$ cat config.mk
export PLATFORM = sky130hd
export DESIGN_NAME = mcs_control_io
export DESIGN_NICKNAME = d
export VERILOG_FILES = /design/src/design/mcs_delay_timer.v /design/src/design/mcs_cycle_counter.v /design/src/design/mcs_control_io.v
export VERILOG_INCLUDE_DIRS = /design/src /design/src/include
export SDC_FILE = /design/constraint.sdc
export NUM_CORES = 1
export LEC_CHECK = 0
export BUFFER_PORTS_ARGS = -buffer_cell sky130_fd_sc_hd__buf_2
export CORE_ASPECT_RATIO = 1.2
export CORE_UTILIZATION = 52
export DETAILED_ROUTE_END_ITERATION = 10
export HOLD_SLACK_MARGIN = 0.06
export PLACE_DENSITY = 0.75
export SLEW_MARGIN = 20
export SYNTH_ARGS = -nofsm -noshare
export SYNTH_HDL_FRONTEND = slang
export SYNTH_SLANG_ARGS = --single-unit
$ cat constraint.sdc
create_clock -name clk_sys -period 2.6 [get_ports clk_sys]
set_input_delay 0.13 -clock clk_sys [delete_from_list [all_inputs] [get_ports clk_sys]]
set_output_delay 0.13 -clock clk_sys [all_outputs]
set_load 0.01 [all_outputs]
$ cat src/include/mcs_map.vh
`ifndef MCS_MAP_VH
`define MCS_MAP_VH
// ----------------------------------------------------------------
// Clock and times
// ----------------------------------------------------------------
`define MCS_CLK_MHZ          100
`define MCS_T_OFF_US         10
`define MCS_T_ON_MS          2
`define MCS_T_INIT_MS        300
`define MCS_T_INT_ON_MS      200
`define MCS_T_INT_OFF_US     500
`define MCS_T_PDN_US         100
`define MCS_T_NR_MS          1
`define MCS_T_RST_MIN_US     10
`define MCS_T_LOS_US         100
// Cycle counts derived from the times
`define MCS_CYC_OFF          (`MCS_T_OFF_US * `MCS_CLK_MHZ)
`define MCS_CYC_ON           (`MCS_T_ON_MS * 1000 * `MCS_CLK_MHZ)
`define MCS_CYC_INIT         (`MCS_T_INIT_MS * 1000 * `MCS_CLK_MHZ)
`define MCS_CYC_INT_ON       (`MCS_T_INT_ON_MS * 1000 * `MCS_CLK_MHZ)
`define MCS_CYC_INT_OFF      (`MCS_T_INT_OFF_US * `MCS_CLK_MHZ)
`define MCS_CYC_PDN          (`MCS_T_PDN_US * `MCS_CLK_MHZ)
`define MCS_CYC_NR           (`MCS_T_NR_MS * 1000 * `MCS_CLK_MHZ)
`define MCS_CYC_RST_MIN      (`MCS_T_RST_MIN_US * `MCS_CLK_MHZ)
`define MCS_CYC_LOS          (`MCS_T_LOS_US * `MCS_CLK_MHZ)
// ----------------------------------------------------------------
// APB register map
// ----------------------------------------------------------------
`define MCS_ADDR_CTRL        12'h000
`define MCS_ADDR_STATUS      12'h004
`define MCS_ADDR_IRQ_STAT    12'h008
`define MCS_ADDR_IRQ_MASK    12'h00c
`define MCS_ADDR_FLAGS       12'h010
// Control bits
`define MCS_CTRL_FAULT_BIT   0
`define MCS_CTRL_RESET_VAL   32'h00000000
// Status bits
`define MCS_ST_TXON_BIT      0
`define MCS_ST_NR_BIT        1
`define MCS_ST_LOS_BIT       2
`define MCS_ST_PDN_BIT       3
`define MCS_ST_INIT_BIT      4
// Irq bits: module flags and bus events share one layout
`define MCS_IRQ_W            4
`define MCS_IRQ_LOS_BIT      0
`define MCS_IRQ_NR_BIT       1
`define MCS_IRQ_TXOFF_BIT    2
`define MCS_IRQ_RDY_BIT      3
`define MCS_MASK_RESET_VAL   4'h0
`endif

$ cat src/design/mcs_delay_timer.v
`timescale 1ns/1ps
`include "mcs_map.vh"
// Follows an input level; output changes once the input has held a new
// level for LIMIT cycles, which bounds the response at LIMIT edges.
module mcs_delay_timer #(
    parameter W     = 32,
    parameter LIMIT = 1000
) (
    clk_sys,
    sys_rst,
    level_in,
    level_out
);
    input  wire         clk_sys;
    input  wire         sys_rst;
    input  wire         level_in;
    output reg          level_out;

    reg  [W-1:0]        cnt_ff;
    localparam [W-1:0]  LIM = LIMIT;

    always @(posedge clk_sys)
    begin
        if (sys_rst)
        begin
            cnt_ff    <= {W{1'b0}};
            level_out <= 1'b0;
        end
        else if (level_in == level_out)
            cnt_ff <= {W{1'b0}};
        else if (cnt_ff >= LIM - 1'b1)
        begin
            cnt_ff    <= {W{1'b0}};
            level_out <= level_in;
        end
        else
            cnt_ff <= cnt_ff + 1'b1;
    end
endmodule // mcs_delay_timer

$ cat src/design/mcs_cycle_counter.v
`timescale 1ns/1ps
// Counts up while run is high, clears otherwise; done when LIMIT reached.
module mcs_cycle_counter #(
    parameter W     = 32,
    parameter LIMIT = 1000
) (
    clk_sys,
    sys_rst,
    run,
    done
);
    input  wire         clk_sys;
    input  wire         sys_rst;
    input  wire         run;
    output reg          done;

    reg  [W-1:0]        cnt_ff;
    localparam [W-1:0]  LIM = LIMIT;

    always @(posedge clk_sys)
    begin
        if (sys_rst || !run)
        begin
            cnt_ff <= {W{1'b0}};
            done   <= 1'b0;
        end
        else if (cnt_ff >= LIM - 1'b1)
            done <= 1'b1;
        else
            cnt_ff <= cnt_ff + 1'b1;
    end
endmodule // mcs_cycle_counter

$ cat src/design/mcs_control_io.v
// The address map and the APB interface to the registers were chosen for this implementation.
`timescale 1ns/1ps
`include "mcs_map.vh"
// What this block does
// Laser off within 10 us of off-request
// Laser back on within 2 ms
// Initialisation done within 300 ms
// Interrupt asserted within 200 ms of condition
// Flags clear on read; interrupt drops within 500us
// Power-down entered within 100 us
// Not-ready asserted within 1 ms of fault
// Not-ready negated within 1 ms of clearance
// Reset only after 10 us power-down pulse
// Signal-lost asserted within 100 us
// Signal-lost negated within 100 us
// Flags latch until read; interrupt follows them
module mcs_control_io #(
    parameter CYC_OFF     = `MCS_CYC_OFF,
    parameter CYC_ON      = `MCS_CYC_ON,
    parameter CYC_INIT    = `MCS_CYC_INIT,
    parameter CYC_PDN     = `MCS_CYC_PDN,
    parameter CYC_NR      = `MCS_CYC_NR,
    parameter CYC_RST_MIN = `MCS_CYC_RST_MIN,
    parameter CYC_LOS     = `MCS_CYC_LOS
) (
    clk_sys,
    sys_rst,
    tx_off_request,
    pdown_reset,
    rx_signal_lost_raw,
    internal_fault,
    psel,
    penable,
    pwrite,
    paddr,
    pwdata,
    prdata,
    pready,
    pslverr,
    laser_enable,
    power_down,
    module_not_ready,
    module_interrupt,
    rx_signal_lost,
    irq
);
    input  wire         clk_sys;
    input  wire         sys_rst;
    input  wire         tx_off_request;
    input  wire         pdown_reset;
    input  wire         rx_signal_lost_raw;
    input  wire         internal_fault;
    input  wire         psel;
    input  wire         penable;
    input  wire         pwrite;
    input  wire [11:0]  paddr;
    input  wire [31:0]  pwdata;
    output reg  [31:0]  prdata;
    output reg          pready;
    output reg          pslverr;
    output reg          laser_enable;
    output reg          power_down;
    output reg          module_not_ready;
    output reg          module_interrupt;
    output reg          rx_signal_lost;
    output reg          irq;

    // ----------------------------------------------------------------
    // State machine for power-down and initialisation
    // ----------------------------------------------------------------
    localparam [1:0]    ST_INIT = 2'h0;
    localparam [1:0]    ST_RUN  = 2'h1;
    localparam [1:0]    ST_PDN  = 2'h2;

    localparam          NW      = `MCS_IRQ_W;

    reg  [1:0]          state_ff;
    reg  [1:0]          nxt_state;
    reg  [31:0]         ctrl_ff;
    reg  [NW-1:0]       flags_ff;
    reg  [NW-1:0]       nxt_flags;
    reg  [NW-1:0]       istat_ff;
    reg  [NW-1:0]       nxt_istat;
    reg  [NW-1:0]       imask_ff;
    reg                 los_prev_ff;
    reg                 nr_prev_ff;
    reg                 txoff_prev_ff;
    reg                 rdy_prev_ff;

    wire                pd_long;
    wire                init_done;
    wire                laser_off_done;
    wire                laser_on_done;
    wire                los_filt;
    wire                nr_filt;
    wire                fault_any;
    wire                running;
    wire                acc;
    wire                wr;
    wire                rd;
    wire [NW-1:0]       flag_evt;
    wire [NW-1:0]       istat_evt;

    // ----------------------------------------------------------------
    // Timers
    // ----------------------------------------------------------------
    // Power-down/reset input must stand this long before it counts
    mcs_cycle_counter #(.W(32), .LIMIT(CYC_RST_MIN)) u_pd_min (
        .clk_sys (clk_sys),
        .sys_rst (sys_rst),
        .run     (pdown_reset),
        .done    (pd_long)
    );

    mcs_cycle_counter #(.W(32), .LIMIT(CYC_INIT)) u_init (
        .clk_sys (clk_sys),
        .sys_rst (sys_rst),
        .run     (state_ff == ST_INIT),
        .done    (init_done)
    );

    // Laser turns off quickly, back on after settling
    mcs_cycle_counter #(.W(32), .LIMIT(CYC_OFF)) u_off (
        .clk_sys (clk_sys),
        .sys_rst (sys_rst),
        .run     (tx_off_request),
        .done    (laser_off_done)
    );

    mcs_cycle_counter #(.W(32), .LIMIT(CYC_ON)) u_on (
        .clk_sys (clk_sys),
        .sys_rst (sys_rst),
        .run     (!tx_off_request && running),
        .done    (laser_on_done)
    );

    mcs_delay_timer #(.W(32), .LIMIT(CYC_LOS)) u_los (
        .clk_sys   (clk_sys),
        .sys_rst   (sys_rst),
        .level_in  (rx_signal_lost_raw),
        .level_out (los_filt)
    );

    assign fault_any = internal_fault | ctrl_ff[`MCS_CTRL_FAULT_BIT];

    mcs_delay_timer #(.W(32), .LIMIT(CYC_NR)) u_nr (
        .clk_sys   (clk_sys),
        .sys_rst   (sys_rst),
        .level_in  (fault_any),
        .level_out (nr_filt)
    );

    assign running = (state_ff == ST_RUN);

    always @*
    begin
        nxt_state = state_ff;
        case (state_ff)
            ST_INIT:
                if (pd_long)
                    nxt_state = ST_PDN;
                else if (init_done)
                    nxt_state = ST_RUN;
            ST_RUN:
                if (pd_long)
                    nxt_state = ST_PDN;
            ST_PDN:
                if (!pdown_reset)
                    nxt_state = ST_INIT;
            default:
                nxt_state = ST_INIT;
        endcase
    end

    always @(posedge clk_sys)
    begin
        if (sys_rst)
            state_ff <= ST_INIT;
        else
            state_ff <= nxt_state;
    end

    // ----------------------------------------------------------------
    // Module outputs
    // ----------------------------------------------------------------
    always @(posedge clk_sys)
    begin
        if (sys_rst)
        begin
            laser_enable     <= 1'b0;
            power_down       <= 1'b0;
            module_not_ready <= 1'b1;
            rx_signal_lost   <= 1'b1;
        end
        else
        begin
            // Off the moment the request stands, well inside the limit
            if (tx_off_request || laser_off_done || !running)
                laser_enable <= 1'b0;
            else if (laser_on_done || laser_enable)
                laser_enable <= 1'b1;
            power_down       <= (nxt_state == ST_PDN);
            module_not_ready <= nr_filt || !running;
            rx_signal_lost   <= los_filt;
        end
    end

    // ----------------------------------------------------------------
    // Module flags, clear on read, and the module interrupt
    // ----------------------------------------------------------------
    assign flag_evt[`MCS_IRQ_LOS_BIT]   = los_filt & ~los_prev_ff;
    assign flag_evt[`MCS_IRQ_NR_BIT]    = nr_filt & ~nr_prev_ff;
    assign flag_evt[`MCS_IRQ_TXOFF_BIT] = tx_off_request & ~txoff_prev_ff;
    assign flag_evt[`MCS_IRQ_RDY_BIT]   = running & ~rdy_prev_ff;
    assign istat_evt = flag_evt;

    assign acc = psel & penable & pready;
    assign wr  = acc & pwrite;
    assign rd  = acc & ~pwrite;

    always @*
    begin
        nxt_flags = flags_ff;
        if (rd && paddr == `MCS_ADDR_FLAGS)
            nxt_flags = {NW{1'b0}};
        nxt_flags = nxt_flags | flag_evt;
        nxt_istat = istat_ff;
        if (wr && paddr == `MCS_ADDR_IRQ_STAT)
            nxt_istat = istat_ff & ~pwdata[NW-1:0];
        nxt_istat = nxt_istat | istat_evt;
    end

    always @(posedge clk_sys)
    begin
        if (sys_rst)
        begin
            flags_ff         <= {NW{1'b0}};
            istat_ff         <= {NW{1'b0}};
            los_prev_ff      <= 1'b0;
            nr_prev_ff       <= 1'b0;
            txoff_prev_ff    <= 1'b0;
            rdy_prev_ff      <= 1'b0;
            module_interrupt <= 1'b0;
            irq              <= 1'b0;
        end
        else
        begin
            flags_ff         <= nxt_flags;
            istat_ff         <= nxt_istat;
            los_prev_ff      <= los_filt;
            nr_prev_ff       <= nr_filt;
            txoff_prev_ff    <= tx_off_request;
            rdy_prev_ff      <= running;
            module_interrupt <= |nxt_flags;
            irq              <= |(nxt_istat & imask_ff);
        end
    end

    // ----------------------------------------------------------------
    // APB slave: one wait-free access phase
    // ----------------------------------------------------------------
    always @(posedge clk_sys)
    begin
        if (sys_rst)
        begin
            ctrl_ff  <= `MCS_CTRL_RESET_VAL;
            imask_ff <= `MCS_MASK_RESET_VAL;
            prdata   <= 32'h00000000;
            pready   <= 1'b0;
            pslverr  <= 1'b0;
        end
        else
        begin
            pready  <= psel & ~penable;
            pslverr <= 1'b0;
            if (psel && !penable)
            begin
                prdata <= 32'h00000000;
                case (paddr)
                    `MCS_ADDR_CTRL:
                        prdata <= {31'h0, ctrl_ff[0]};
                    `MCS_ADDR_STATUS:
                        prdata <= {27'h0, state_ff == ST_INIT, power_down,
                                   rx_signal_lost, module_not_ready, laser_enable};
                    `MCS_ADDR_IRQ_STAT:
                        prdata <= {28'h0, istat_ff};
                    `MCS_ADDR_IRQ_MASK:
                        prdata <= {28'h0, imask_ff};
                    `MCS_ADDR_FLAGS:
                        prdata <= {28'h0, flags_ff};
                    default:
                        pslverr <= 1'b1;
                endcase
            end
            if (wr && paddr == `MCS_ADDR_CTRL)
                ctrl_ff <= {31'h0, pwdata[0]};
            if (wr && paddr == `MCS_ADDR_IRQ_MASK)
                imask_ff <= pwdata[NW-1:0];
        end
    end
endmodule // mcs_control_io

* After elaboration in Yosys (flattened, before gate mapping)
Index checks and enable logic that the tools add are counted.
** Cells by class
- Eq/ne operators :: 9
- $add $sub $neg :: 6
- Bitwise operators :: 24
- Magnitude comparators :: 6
- Reductions and logical operators :: 31
- Mux-type cells :: 9
** Operators with widths (number)
- 32-bit by 1-bit adder with 32-bit output (second input constant) :: 6
- 32-bit by 10-bit >= comparator with 1-bit output (second input constant) :: 2
- 32-bit by 14-bit >= comparator with 1-bit output (second input constant) :: 1
- 32-bit by 17-bit >= comparator with 1-bit output (second input constant) :: 1
- 32-bit by 18-bit >= comparator with 1-bit output (second input constant) :: 1
- 32-bit by 25-bit >= comparator with 1-bit output (second input constant) :: 1
- 5-bit case mux with 5 select lines :: 1
- 12-bit by 4-bit equality test with 1-bit output (second input constant) :: 2
- 12-bit by 3-bit equality test with 1-bit output (second input constant) :: 1
- 12-bit by 5-bit equality test with 1-bit output (second input constant) :: 1
- 12-bit logical NOT :: 1
- 1-bit bitwise AND :: 9
- 1-bit inverter :: 9
- 4-bit bitwise AND :: 2
- 1-bit logical OR :: 8
- 2-bit two-way mux :: 4
- 4-bit two-way mux :: 2
- 4-bit OR :: 2
- 4-bit OR reduction :: 2
- 1-bit logical AND :: 6
- 1-bit logical NOT :: 6
- 2-bit case mux with 3 select lines :: 1
- 3-bit OR reduction :: 2
- 5-bit OR reduction :: 1
- 9 further kinds :: 13
** Word-level totals
- Flip-flop bits (word level) :: 257
- Output and inout bits :: 40
- Bits of input ports :: 53
- Word-level logic and storage cells :: 115

* Longest topological paths before layout
Gate-level depths: netlist (run 1).
- Depth after elaboration :: 8
- Gate-level depth with buffers :: 8
- Gate-level depth less buffers :: 6

* By module
Synthesis (run 1) repeated with hierarchy kept, for this count alone.
** Second synthesis, totals
- Cells, all modules :: 1007
- Area, all modules :: 9703.1 µm²
** By module, submodules not included
- mcs_cycle_counter (u_off ...) :: instances 2, area each 1271.2 µm², seq. area each 660.6 µm², cells an instance 128
- mcs_control_io :: instances 1, area each 1700.4 µm², seq. area each 640.6 µm², cells an instance 186
- mcs_cycle_counter (u_init) :: instances 1, area each 1630.3 µm², seq. area each 660.6 µm², cells an instance 194
- mcs_cycle_counter (u_on) :: instances 1, area each 1501.4 µm², seq. area each 660.6 µm², cells an instance 150
- mcs_delay_timer (u_nr) :: instances 1, area each 1226.2 µm², seq. area each 660.6 µm², cells an instance 115
- mcs_delay_timer (u_los) :: instances 1, area each 1102.3 µm², seq. area each 660.6 µm², cells an instance 106

* Worst setup path after synthesis (run 1)
Ideal clock, no wire load.
- Path kind :: reg-to-reg
- Start :: reg u_init.cnt_ff[31]
- End :: reg u_init.cnt_ff[22]
- Period minus slack after synthesis :: 2562 ps
- Arrival time :: 2441 ps
- Buffers on the path :: 1
- Required time :: 2479 ps
- Stages on the path, launching flop included :: 7
- Setup slack :: 38 ps
- Setup time :: 121 ps
- Cells stage by stage :: dfxtp_1 > or4_4 > or4_1 > or4_1 > clkbuf_2 > nor3_1 > mux2_2
** Between the ends
- Word-level cells in the longest chain between the ends :: 1
** Ends and longest elaborated chain
- from (decl) :: RTL line mcs_cycle_counter.v:17 : reg [W-1:0] cnt_ff;
- from (signal assigned) :: RTL line mcs_cycle_counter.v:24 : cnt_ff <= {W{1'b0}};
- from (signal assigned) :: RTL line mcs_cycle_counter.v:30 : cnt_ff <= cnt_ff + 1'b1;
- 32-bit by 25-bit >= comparator with 1-bit output :: RTL line mcs_cycle_counter.v:27 : else if (cnt_ff >= LIM - 1'b1)
Every way passes these cells.
A chain may end at the register's enable or synchronous reset.

* Worst setup path in the final report (run 1)
- Start :: reg u_init.cnt_ff[31]
- End :: reg u_init.cnt_ff[21]
Same word-level chain as after synthesis.

==> impl_metrics.json, run 1 <==
{
  "status": "completed",
  "maxSlewHeadroom": 0.5204,
  "yosysMostFrequentCell": "dfxtp_1",
  "crit_fanout": 6,
  "drv_slew": 0,
  "insertion_delay_ns": 0.52,
  "syn_avg_cell_area_sq_um": 9.392,
  "fp.dieH_um": 144.4,
  "gp_congestion": 0.7974,
  "yosysWarnings": 0,
  "ys_top_cells_by_count": "dfxtp_1, nor2_1, and2_1, nand2_1, nor4_1",
  "hold_viol": 0,
  "grt_pass1_vias": 6206,
  "synth_area_leader_cell": "dfxtp_1",
  "rsz0062_at_grt": "false",
  "hold_class": "primary input to flip-flop",
  "stdcell_area_sq_um": 10240,
  "drive_gt1_frac": 0.09798,
  "worstSetupPathType": "flip-flop to flip-flop",
  "drc": 0,
  "place_ws_ns": -0.01031,
  "ys.flop_type": "dfxtp_1",
  "n_antenna_cell": 0,
  "dr.pass1.iters": 4,
  "grt_overflow_total": 0,
  "dp.cells": 1198,
  "ys_types": 52,
  "finalNonFillerCells": 1253,
  "wl_per_cell_um": 12.78,
  "grt_start_max_net_pins": 30,
  "grt_util_all_layers": 0.1904,
  "p_per_area_nw_per_um2": 724.5,
  "antenna_found_initial": 0,
  "synth_top_area_frac": 0.5238,
  "layout.nets": 1082,
  "setup_violations": 0,
  "ys_ff_latch": 230,
  "n_fill_cell": 1424,
  "ir_drop_uv": 553.4,
  "worst_pin_slew_ns": 0.7194,
  "skew_ns": 0.01883,
  "postCtsSetupRepairBufs": 0,
  "via_per_inst": 5.284,
  "end_kind": "flip-flop",
  "drt_iter0_drc": 399,
  "timing.fmax_mhz": 402.5,
  "placement_rows": 51,
  "fin_setup_tns_ns": 0,
  "leakagePower_nw": 3.856,
  "cp.arrival_ns": 2.87,
  "cts_sinks": 230,
  "async_flop_share": 0,
  "cts_max_path_buffers": 3,
  "placed_area_sq_um": 9241,
  "synth-edff-count": 0,
  "die_x_um": 120.7,
  "timing.hold.ws_ns": 0.1026,
  "setup_ws_ns": 0.1154,
  "syn_to_final_growth_pct": 16.47,
  "portBuffers": 37,
  "ctsRootBufferMaster": "clkbuf_16",
  "synth_area_sq_um": 8791,
  "dieArea_sq_um": 17430,
  "fin_util": 0.6243,
  "synthTopCellsByArea": "dfxtp_1, and2_1, nor2_1, nor4_1, xnor2_1",
  "drv_cap": 0,
  "initial_utilization": 0.5360,
  "grt_pass1_wl_um": 27650,
  "h-tree-depth": 1,
  "cts_made_buffers": 24,
  "multi_input_area_sq_um": 4030,
  "critPathLaunchType": "flip-flop",
  "period_needed_ns": 2.485,
  "core_area_sq_um": 16400,
  "dp_hpwl_um": 10630,
  "routed_wl_um": 16020,
  "fin_crit_sh": 0.9556,
  "yosysSeqAreaShare": 0.5238,
  "syn_inst": 936,
  "crit_required_ns": 2.98,
  "ioPinCount": 93,
  "via_count": 6621,
  "path_clk_slew_ns": 0.06,
  "regArea_sq_um": 4604,
  "cts_tree": "built",
  "ant_nets": 0,
  "finalPower_mw": 7.418
}
[worst max-delay path, cell delays in order, from the launching register on]
cell and delay (ns):
dfxtp_1 0.31, or4_4 0.52, or4_1 0.43, or4_4 0.54, buf_4 0.18, o311ai_1 0.28
o41ai_1 0.11
[cell type report]
| cell class | count | share of cell area |
|---|---|---|
| Sequential cell | 230 | 0.4497 |
| Multi-Input combinational cell | 684 | 0.3936 |
| Clock buffer | 30 | 0.06281 |
| Timing Repair Buffer | 61 | 0.03837 |
| Tap cell | 212 | 0.02591 |
| Clock inverter | 14 | 0.02151 |
| Inverter | 22 | 0.008065 |
[worst paths after layout]
check,depth (start not counted),endpoint,start,slack (ns)
worst max-delay path,6,u_init.cnt_ff[21],u_init.cnt_ff[31],0.12
worst min-delay path,4,u_off.done,tx_off_request,0.10
worst max register to register,6,u_init.cnt_ff[21],u_init.cnt_ff[31],0.12
worst min register to register,1,laser_enable,u_off.done,0.42
[layer usage]
layer | GRT usage | part of all wire
met2 | 0.3412 | 0.49
met4 | 0.04938 | 0.014
met1 | 0.2343 | 0.46
met5 | 0 | 0
met3 | 0.03509 | 0.041
[report_power, final]
group | total (mW) | switching (mW) | internal, mW | leakage, nW
logic | 0.173 | 0.106 | 0.0664 | 1.57
clock network | 3.65 | 1.38 | 2.27 | 0.415
registers | 3.60 | 0.0232 | 3.57 | 1.87
[state kept, by name (all words and copies together), names as in the netlist, 5 cells and up]
register         flops
u_los.cnt_ff        32
prdata               5
u_off.cnt_ff        32
u_nr.cnt_ff         32
u_on.cnt_ff         32
u_init.cnt_ff       32
u_pd_min.cnt_ff     32
[what timing repair did]
action,in CTS,in global routing
setup endpoints to repair,2,4
hold buffers,11,0
pin swaps,0,0
resized for setup,2,4
hold endpoints to repair,18,0
[cell usage in the layout, fill, tap and decap left out, types with 4 or more instances in the layout]
cell type / instances
or4_1: 19
bufinv_16: 5
a211oi_1: 4
and4_1: 6
o41ai_1: 6
nand2_1: 56
nor3_1: 18
buf_4: 13
o31ai_1: 17
clkinv_2: 4
dfxtp_1: 230
o211ai_1: 5
nor2b_1: 13
ha_1: 6
a21oi_1: 34
buf_2: 37
or3_1: 11
a311oi_1: 4
and2_1: 68
and3_1: 18
inv_1: 22
nand3_1: 37
nor4_1: 40
nand4_1: 26
dlygate4sd3_1: 11
nand2b_1: 14
o21ai_0: 12
nor2_1: 101
clkbuf_16: 24
xor2_1: 22
conb_1: 60
o21a_1: 4
clkbuf_1: 4
mux2i_1: 11
xnor2_1: 29
[logic make-up after synthesis]
kind of cell    share of synthesized area
other cells                     0.0004266
mux                               0.01509
buf+inv                           0.04626
compound gates                    0.08739
fa+ha+maj                        0.008539
flops                              0.5238
simple gates                       0.2677
xor+xnor                          0.05081
Note: power is estimated with default switching activity, not from simulation.
==> run 2: changes to the inputs <==
BUFFER_PORTS_ARGS = default   (was -buffer_cell sky130_fd_sc_hd__buf_2)
CORE_UTILIZATION = 57   (was 52)
DONT_BUFFER_PORTS = 1   (was default)
==> run 2 against run 1 <==
Sequential cell count unchanged. Total power decreased by 5.4%. Non-clock buffer count fell by 33. Sequential share of layout area rose by 1.1 points. Routed wire length is 1.2% higher. Final area down 2.5%. Die area fell by 8.6%. Worst setup slack got worse by 0.083 ns. Utilization rose by 4.0 points. Critical path type unchanged. Largest power group is now registers.
==> impl_metrics.json, run 2 (synthesis gave the netlist of run 1 again) <==
{
  "status": "completed",
  "die_x_um": 115.4,
  "p_comb_frac": 0.021,
  "via_count": 6468,
  "dieArea_sq_um": 15930,
  "setup_ws_ns": 0.03210,
  "seqPwrFrac": 0.513,
  "grt_pass1_wl_um": 27170,
  "dp_hpwl_um": 10570,
  "end_kind": "flip-flop",
  "grt_start_max_net_pins": 32,
  "clock_power_share": 0.466,
  "worstHoldStart": "tx_off_request",
  "p_per_area_nw_per_um2": 702.6,
  "reg2reg_depth": 6,
  "worst_pin_slew_ns": 0.7655,
  "drv_slew": 0,
  "finalPower_mw": 7.014,
  "ctsRootBufferMaster": "clkbuf_16",
  "placement_rows": 49,
  "gp_congestion": 0.7678,
  "core_area_sq_um": 15020,
  "leakagePower_nw": 3.648,
  "drc": 0,
  "cts_sinks": 230,
  "dp.cells": 1149,
  "path_clk_slew_ns": 0.06,
  "dr_wl_met3_um": 916,
  "ir_drop_uv": 570.6,
  "crit-reg2reg-launch": "u_init.cnt_ff[31]",
  "drt_iter0_drc": 445,
  "fp.dieH_um": 138.0,
  "cts_tree": "built",
  "setup_violations": 0,
  "power.switching_mw": 1.417,
  "min_delay_worst_endpoint": "u_off.cnt_ff[5]",
  "crit_fanout": 7,
  "initial_utilization": 0.5853,
  "grt_pass1_vias": 5955,
  "grt_overflow_total": 0,
  "cp.arrival_ns": 3.02,
  "period_needed_ns": 2.568,
  "hold_viol": 0,
  "ioPinCount": 93,
  "hold_class": "primary input to flip-flop",
  "syn_to_final_growth_pct": 13.56,
  "antenna_found_initial": 0,
  "timing.fmax_mhz": 389.4,
  "worstSetupPathType": "flip-flop to flip-flop",
  "wl_met1_um": 7082,
  "worst_r2r_endpoint": "u_init.cnt_ff[19]",
  "finalNonFillerCells": 1207,
  "layout_common_cells": "dfxtp_1, nor2_1, and2_1",
  "crit_required_ns": 3.05,
  "grt_util_all_layers": 0.2071,
  "dr.pass1.iters": 6,
  "h-tree-depth": 1,
  "maxSlewHeadroom": 0.4886,
  "routed_wl_um": 16200,
  "stdcell_area_sq_um": 9983,
  "drv_cap": 0,
  "p_int_mw": 5.597,
  "hold-path-cell-count": 2,
  "postCtsSetupRepairBufs": 0,
  "highest_layer": "met4",
  "drive_gt1_frac": 0.05484,
  "dr_wl_met2_um": 7810,
  "layout.nets": 1048,
  "ant_nets": 0,
  "cts_max_path_buffers": 3,
  "n_antenna_cell": 0,
  "skew_ns": 0.008796,
  "portBuffers": 0,
  "fin_crit_sh": 0.9877,
  "switching_share": 0.2020,
  "layout_commonest_cell": "dfxtp_1",
  "wl_per_cell_um": 13.42,
  "cts_made_buffers": 23,
  "via_per_inst": 5.359,
  "fin_util": 0.6646,
  "critPathLaunch": "u_init.cnt_ff[31]",
  "insertion_delay_ns": 0.51,
  "place_ws_ns": 0.01937,
  "rrSetupSlack_ns": 0.03,
  "placed_area_sq_um": 9029,
  "critPathLaunchType": "flip-flop"
}
run 2: per-layer routing:
layer	up-vias	global-route usage
li1	3324	-
met1	2986	0.2563
met2	126	0.3486
met3	32	0.04516
met4	0	0.07861
met5	-	0
run 2: metrics by stage:
| step | hold slack, ns | setup TNS, ns |
|---|---|---|
| global placement | 0.2092 | 0 |
| CTS | 0.06378 | 0 |
| detailed placement | 0.2118 | 0 |
| finish | 0.07113 | 0 |
| global route | 0.07857 | -0.02213 |
| floorplan | 0.2718 | 0 |
run 2: how the worst max path moves through the flow:
stage	slack [ns]	to	cells after the start
after floorplan	0.04	u_init.cnt_ff[22]	6
after global placement	0.06	u_init.cnt_ff[19]	6
after detailed placement	0.02	u_init.cnt_ff[22]	5
after CTS	0.009	u_init.cnt_ff[21]	6
after global routing	-0.02	u_init.cnt_ff[19]	6
final	0.03	u_init.cnt_ff[19]	6
run 2: power by group through the flow:
stage               registers [mW]  logic, mW  clock network, mW
global route                  3.60      0.168               3.48
CTS                           3.60      0.147               3.34
floorplan                     3.67      0.134                  0
detailed placement            3.68      0.116                  0
global placement              3.68      0.114                  0
finish                        3.60      0.148               3.27
run 2: what timing repair did:
action | in CTS | in global routing
setup endpoints to repair | 0 | 4
hold buffers | 19 | 0
gates resized for setup | 0 | 5
endpoints found under the hold margin | 110 | 0
run 2: cell type report:
class / instances / area (sq um)
Timing Repair Buffer: 28 / 265.3
Clock buffer: 35 / 670.6
Sequential cell: 230 / 4604
Fill cell: 1222 / 5037
Tap cell: 204 / 255.2
Inverter: 22 / 82.58
Clock inverter: 4 / 76.32
Multi-Input combinational cell: 684 / 4029
run 2: worst max-delay path: stages (launching register included):
cell and delay (ns):
dfxtp_1 0.30, or4_4 0.52, or4_1 0.43, or4_4 0.54, buf_4 0.18, or4_1 0.46, nand2_1 0.07
==> run 3: changes to the inputs <==
CORE_UTILIZATION = 55   (was 57)
PLACE_DENSITY = 0.73   (was 0.75)
==> run 3 against run 2 <==
Final area increased by 0.65%. Register-to-register slack improved by 0.06 ns. Sequential power about the same. Non-clock buffer count unchanged. Combinational power increased by 3%.
==> impl_metrics.json, run 3 (synthesis gave the netlist of run 1 again) <==
{
  "gp_congestion": 0.7847,
  "initial_utilization": 0.5621,
  "ant_nets": 0,
  "drt_iter0_drc": 405,
  "die_x_um": 117.4,
  "maxSlewHeadroom": 0.5052,
  "ioPinCount": 93,
  "h-tree-depth": 1,
  "p_per_area_nw_per_um2": 719.7,
  "setup_ws_ns": 0.09663,
  "timing.fmax_mhz": 399.5,
  "layout.nets": 1049,
  "drv_cap": 0,
  "ir_drop_uv": 580.5,
  "grt_overflow_total": 0,
  "crit_fanout": 5,
  "skew_ns": 0.009761,
  "grt_start_max_net_pins": 33,
  "setup_violations": 0,
  "fp.dieH_um": 140.5,
  "placement_rows": 50,
  "wl_per_cell_um": 13.19,
  "clock_power_share": 0.481,
  "grt_util_all_layers": 0.2033,
  "layout_common_cells": "dfxtp_1, nor2_1, and2_1",
  "power.switching_mw": 1.510,
  "routed_wl_um": 16030,
  "rrSetupSlack_ns": 0.1,
  "timing.hold.ws_ns": 0.07988,
  "drv_slew": 0,
  "hold-path-cell-count": 2,
  "drc": 0,
  "cts_tree": "built",
  "insertion_delay_ns": 0.52,
  "antenna_found_initial": 0,
  "place_ws_ns": -0.02640,
  "path_clk_slew_ns": 0.06,
  "via_count": 6474,
  "hold_viol": 0,
  "rsz0062_at_grt": "true",
  "period_needed_ns": 2.503,
  "dp_hpwl_um": 10520,
  "regArea_sq_um": 4604,
  "n_fill_cell": 1321,
  "fin_util": 0.6425,
  "crit_required_ns": 2.99,
  "finalPower_mw": 7.232,
  "seqPwrFrac": 0.498,
  "p_int_mw": 5.722,
  "hold_class": "primary input to flip-flop",
  "via_per_inst": 5.328,
  "worst_pin_slew_ns": 0.7406,
  "reg2reg_depth": 6,
  "layout_commonest_cell": "dfxtp_1",
  "leakagePower_nw": 3.693,
  "grt_pass1_vias": 6103,
  "critPathLaunchType": "flip-flop",
  "cp.arrival_ns": 2.90,
  "syn_to_final_growth_pct": 14.30,
  "drive_gt1_frac": 0.06256,
  "fin_crit_sh": 0.9628,
  "multi_input_area_sq_um": 4025,
  "cts_sinks": 230,
  "cts_made_buffers": 24,
  "grt_pass1_wl_um": 28310,
  "status": "completed",
  "dieArea_sq_um": 16490,
  "ctsRootBufferMaster": "clkbuf_16",
  "end_kind": "flip-flop",
  "p_comb_frac": 0.021,
  "dr.pass1.iters": 7,
  "n_antenna_cell": 0,
  "portBuffers": 0,
  "worstSetupPathType": "flip-flop to flip-flop",
  "core_area_sq_um": 15640,
  "cts_max_path_buffers": 3,
  "switching_share": 0.2088
}
run 3: routing by layer:
metal / vias up / wire (um) / track usage
met3: 29 / 796 / 0.04927
met2: 94 / 7493 / 0.3335
met5: - / 0 / 0
li1: 3330 / - / -
met4: 0 / 390 / 0.08134
met1: 3021 / 7348 / 0.2571
run 3: layout make-up:
class / instances / share of cell area
Clock buffer: 29 / 0.06462
Clock inverter: 14 / 0.01706
Inverter: 22 / 0.008218
Multi-Input combinational cell: 684 / 0.4006
Sequential cell: 230 / 0.4582
Tap cell: 208 / 0.02590
Timing Repair Buffer: 28 / 0.02540
run 3: power groups by stage:
stage / Sequential (mW) / Combinational (mW) / Clock (mW)
after detailed placement: 3.68 / 0.116 / 0
after CTS: 3.60 / 0.150 / 3.56
final: 3.60 / 0.152 / 3.48
after global placement: 3.68 / 0.114 / 0
after floorplan: 3.67 / 0.134 / 0
after global routing: 3.60 / 0.174 / 3.72
run 3: per-stage QoR:
stage               instance area [sq um]  cells  setup TNS [ns]
floorplan                            9012    995               0
global placement                     9014   1152               0
detailed placement                   9014   1152        -0.04670
CTS                                 10030   1214               0
global route                        10050   1215      -0.0003464
finish                              10050   1215               0
run 3: worst paths after layout:
| kind | end | startpoint |
|---|---|---|
| worst min-delay path | u_pd_min.cnt_ff[13] | pdown_reset |
| worst min register to register | laser_enable | u_off.done |
| worst max-delay path | u_init.cnt_ff[21] | u_init.cnt_ff[31] |
| worst max register to register | u_init.cnt_ff[21] | u_init.cnt_ff[31] |
run 3: worst max-delay path: stages (launching register included):
cell and delay [ns]:
dfxtp_1 0.31, or4_4 0.52, or4_1 0.43, or4_4 0.56
buf_4 0.17, o311ai_1 0.26, o41ai_1 0.12
run 3: repair_timing:
| item | 4_1_cts | 5_1_grt |
|---|---|---|
| pin swaps | 0 | 0 |
| resized for setup | 1 | 4 |
| setup endpoints to repair | 2 | 3 |
| hold buffers | 19 | 1 |
| buffers inserted | 0 | 0 |
| endpoints found under the hold margin | 88 | 22 |
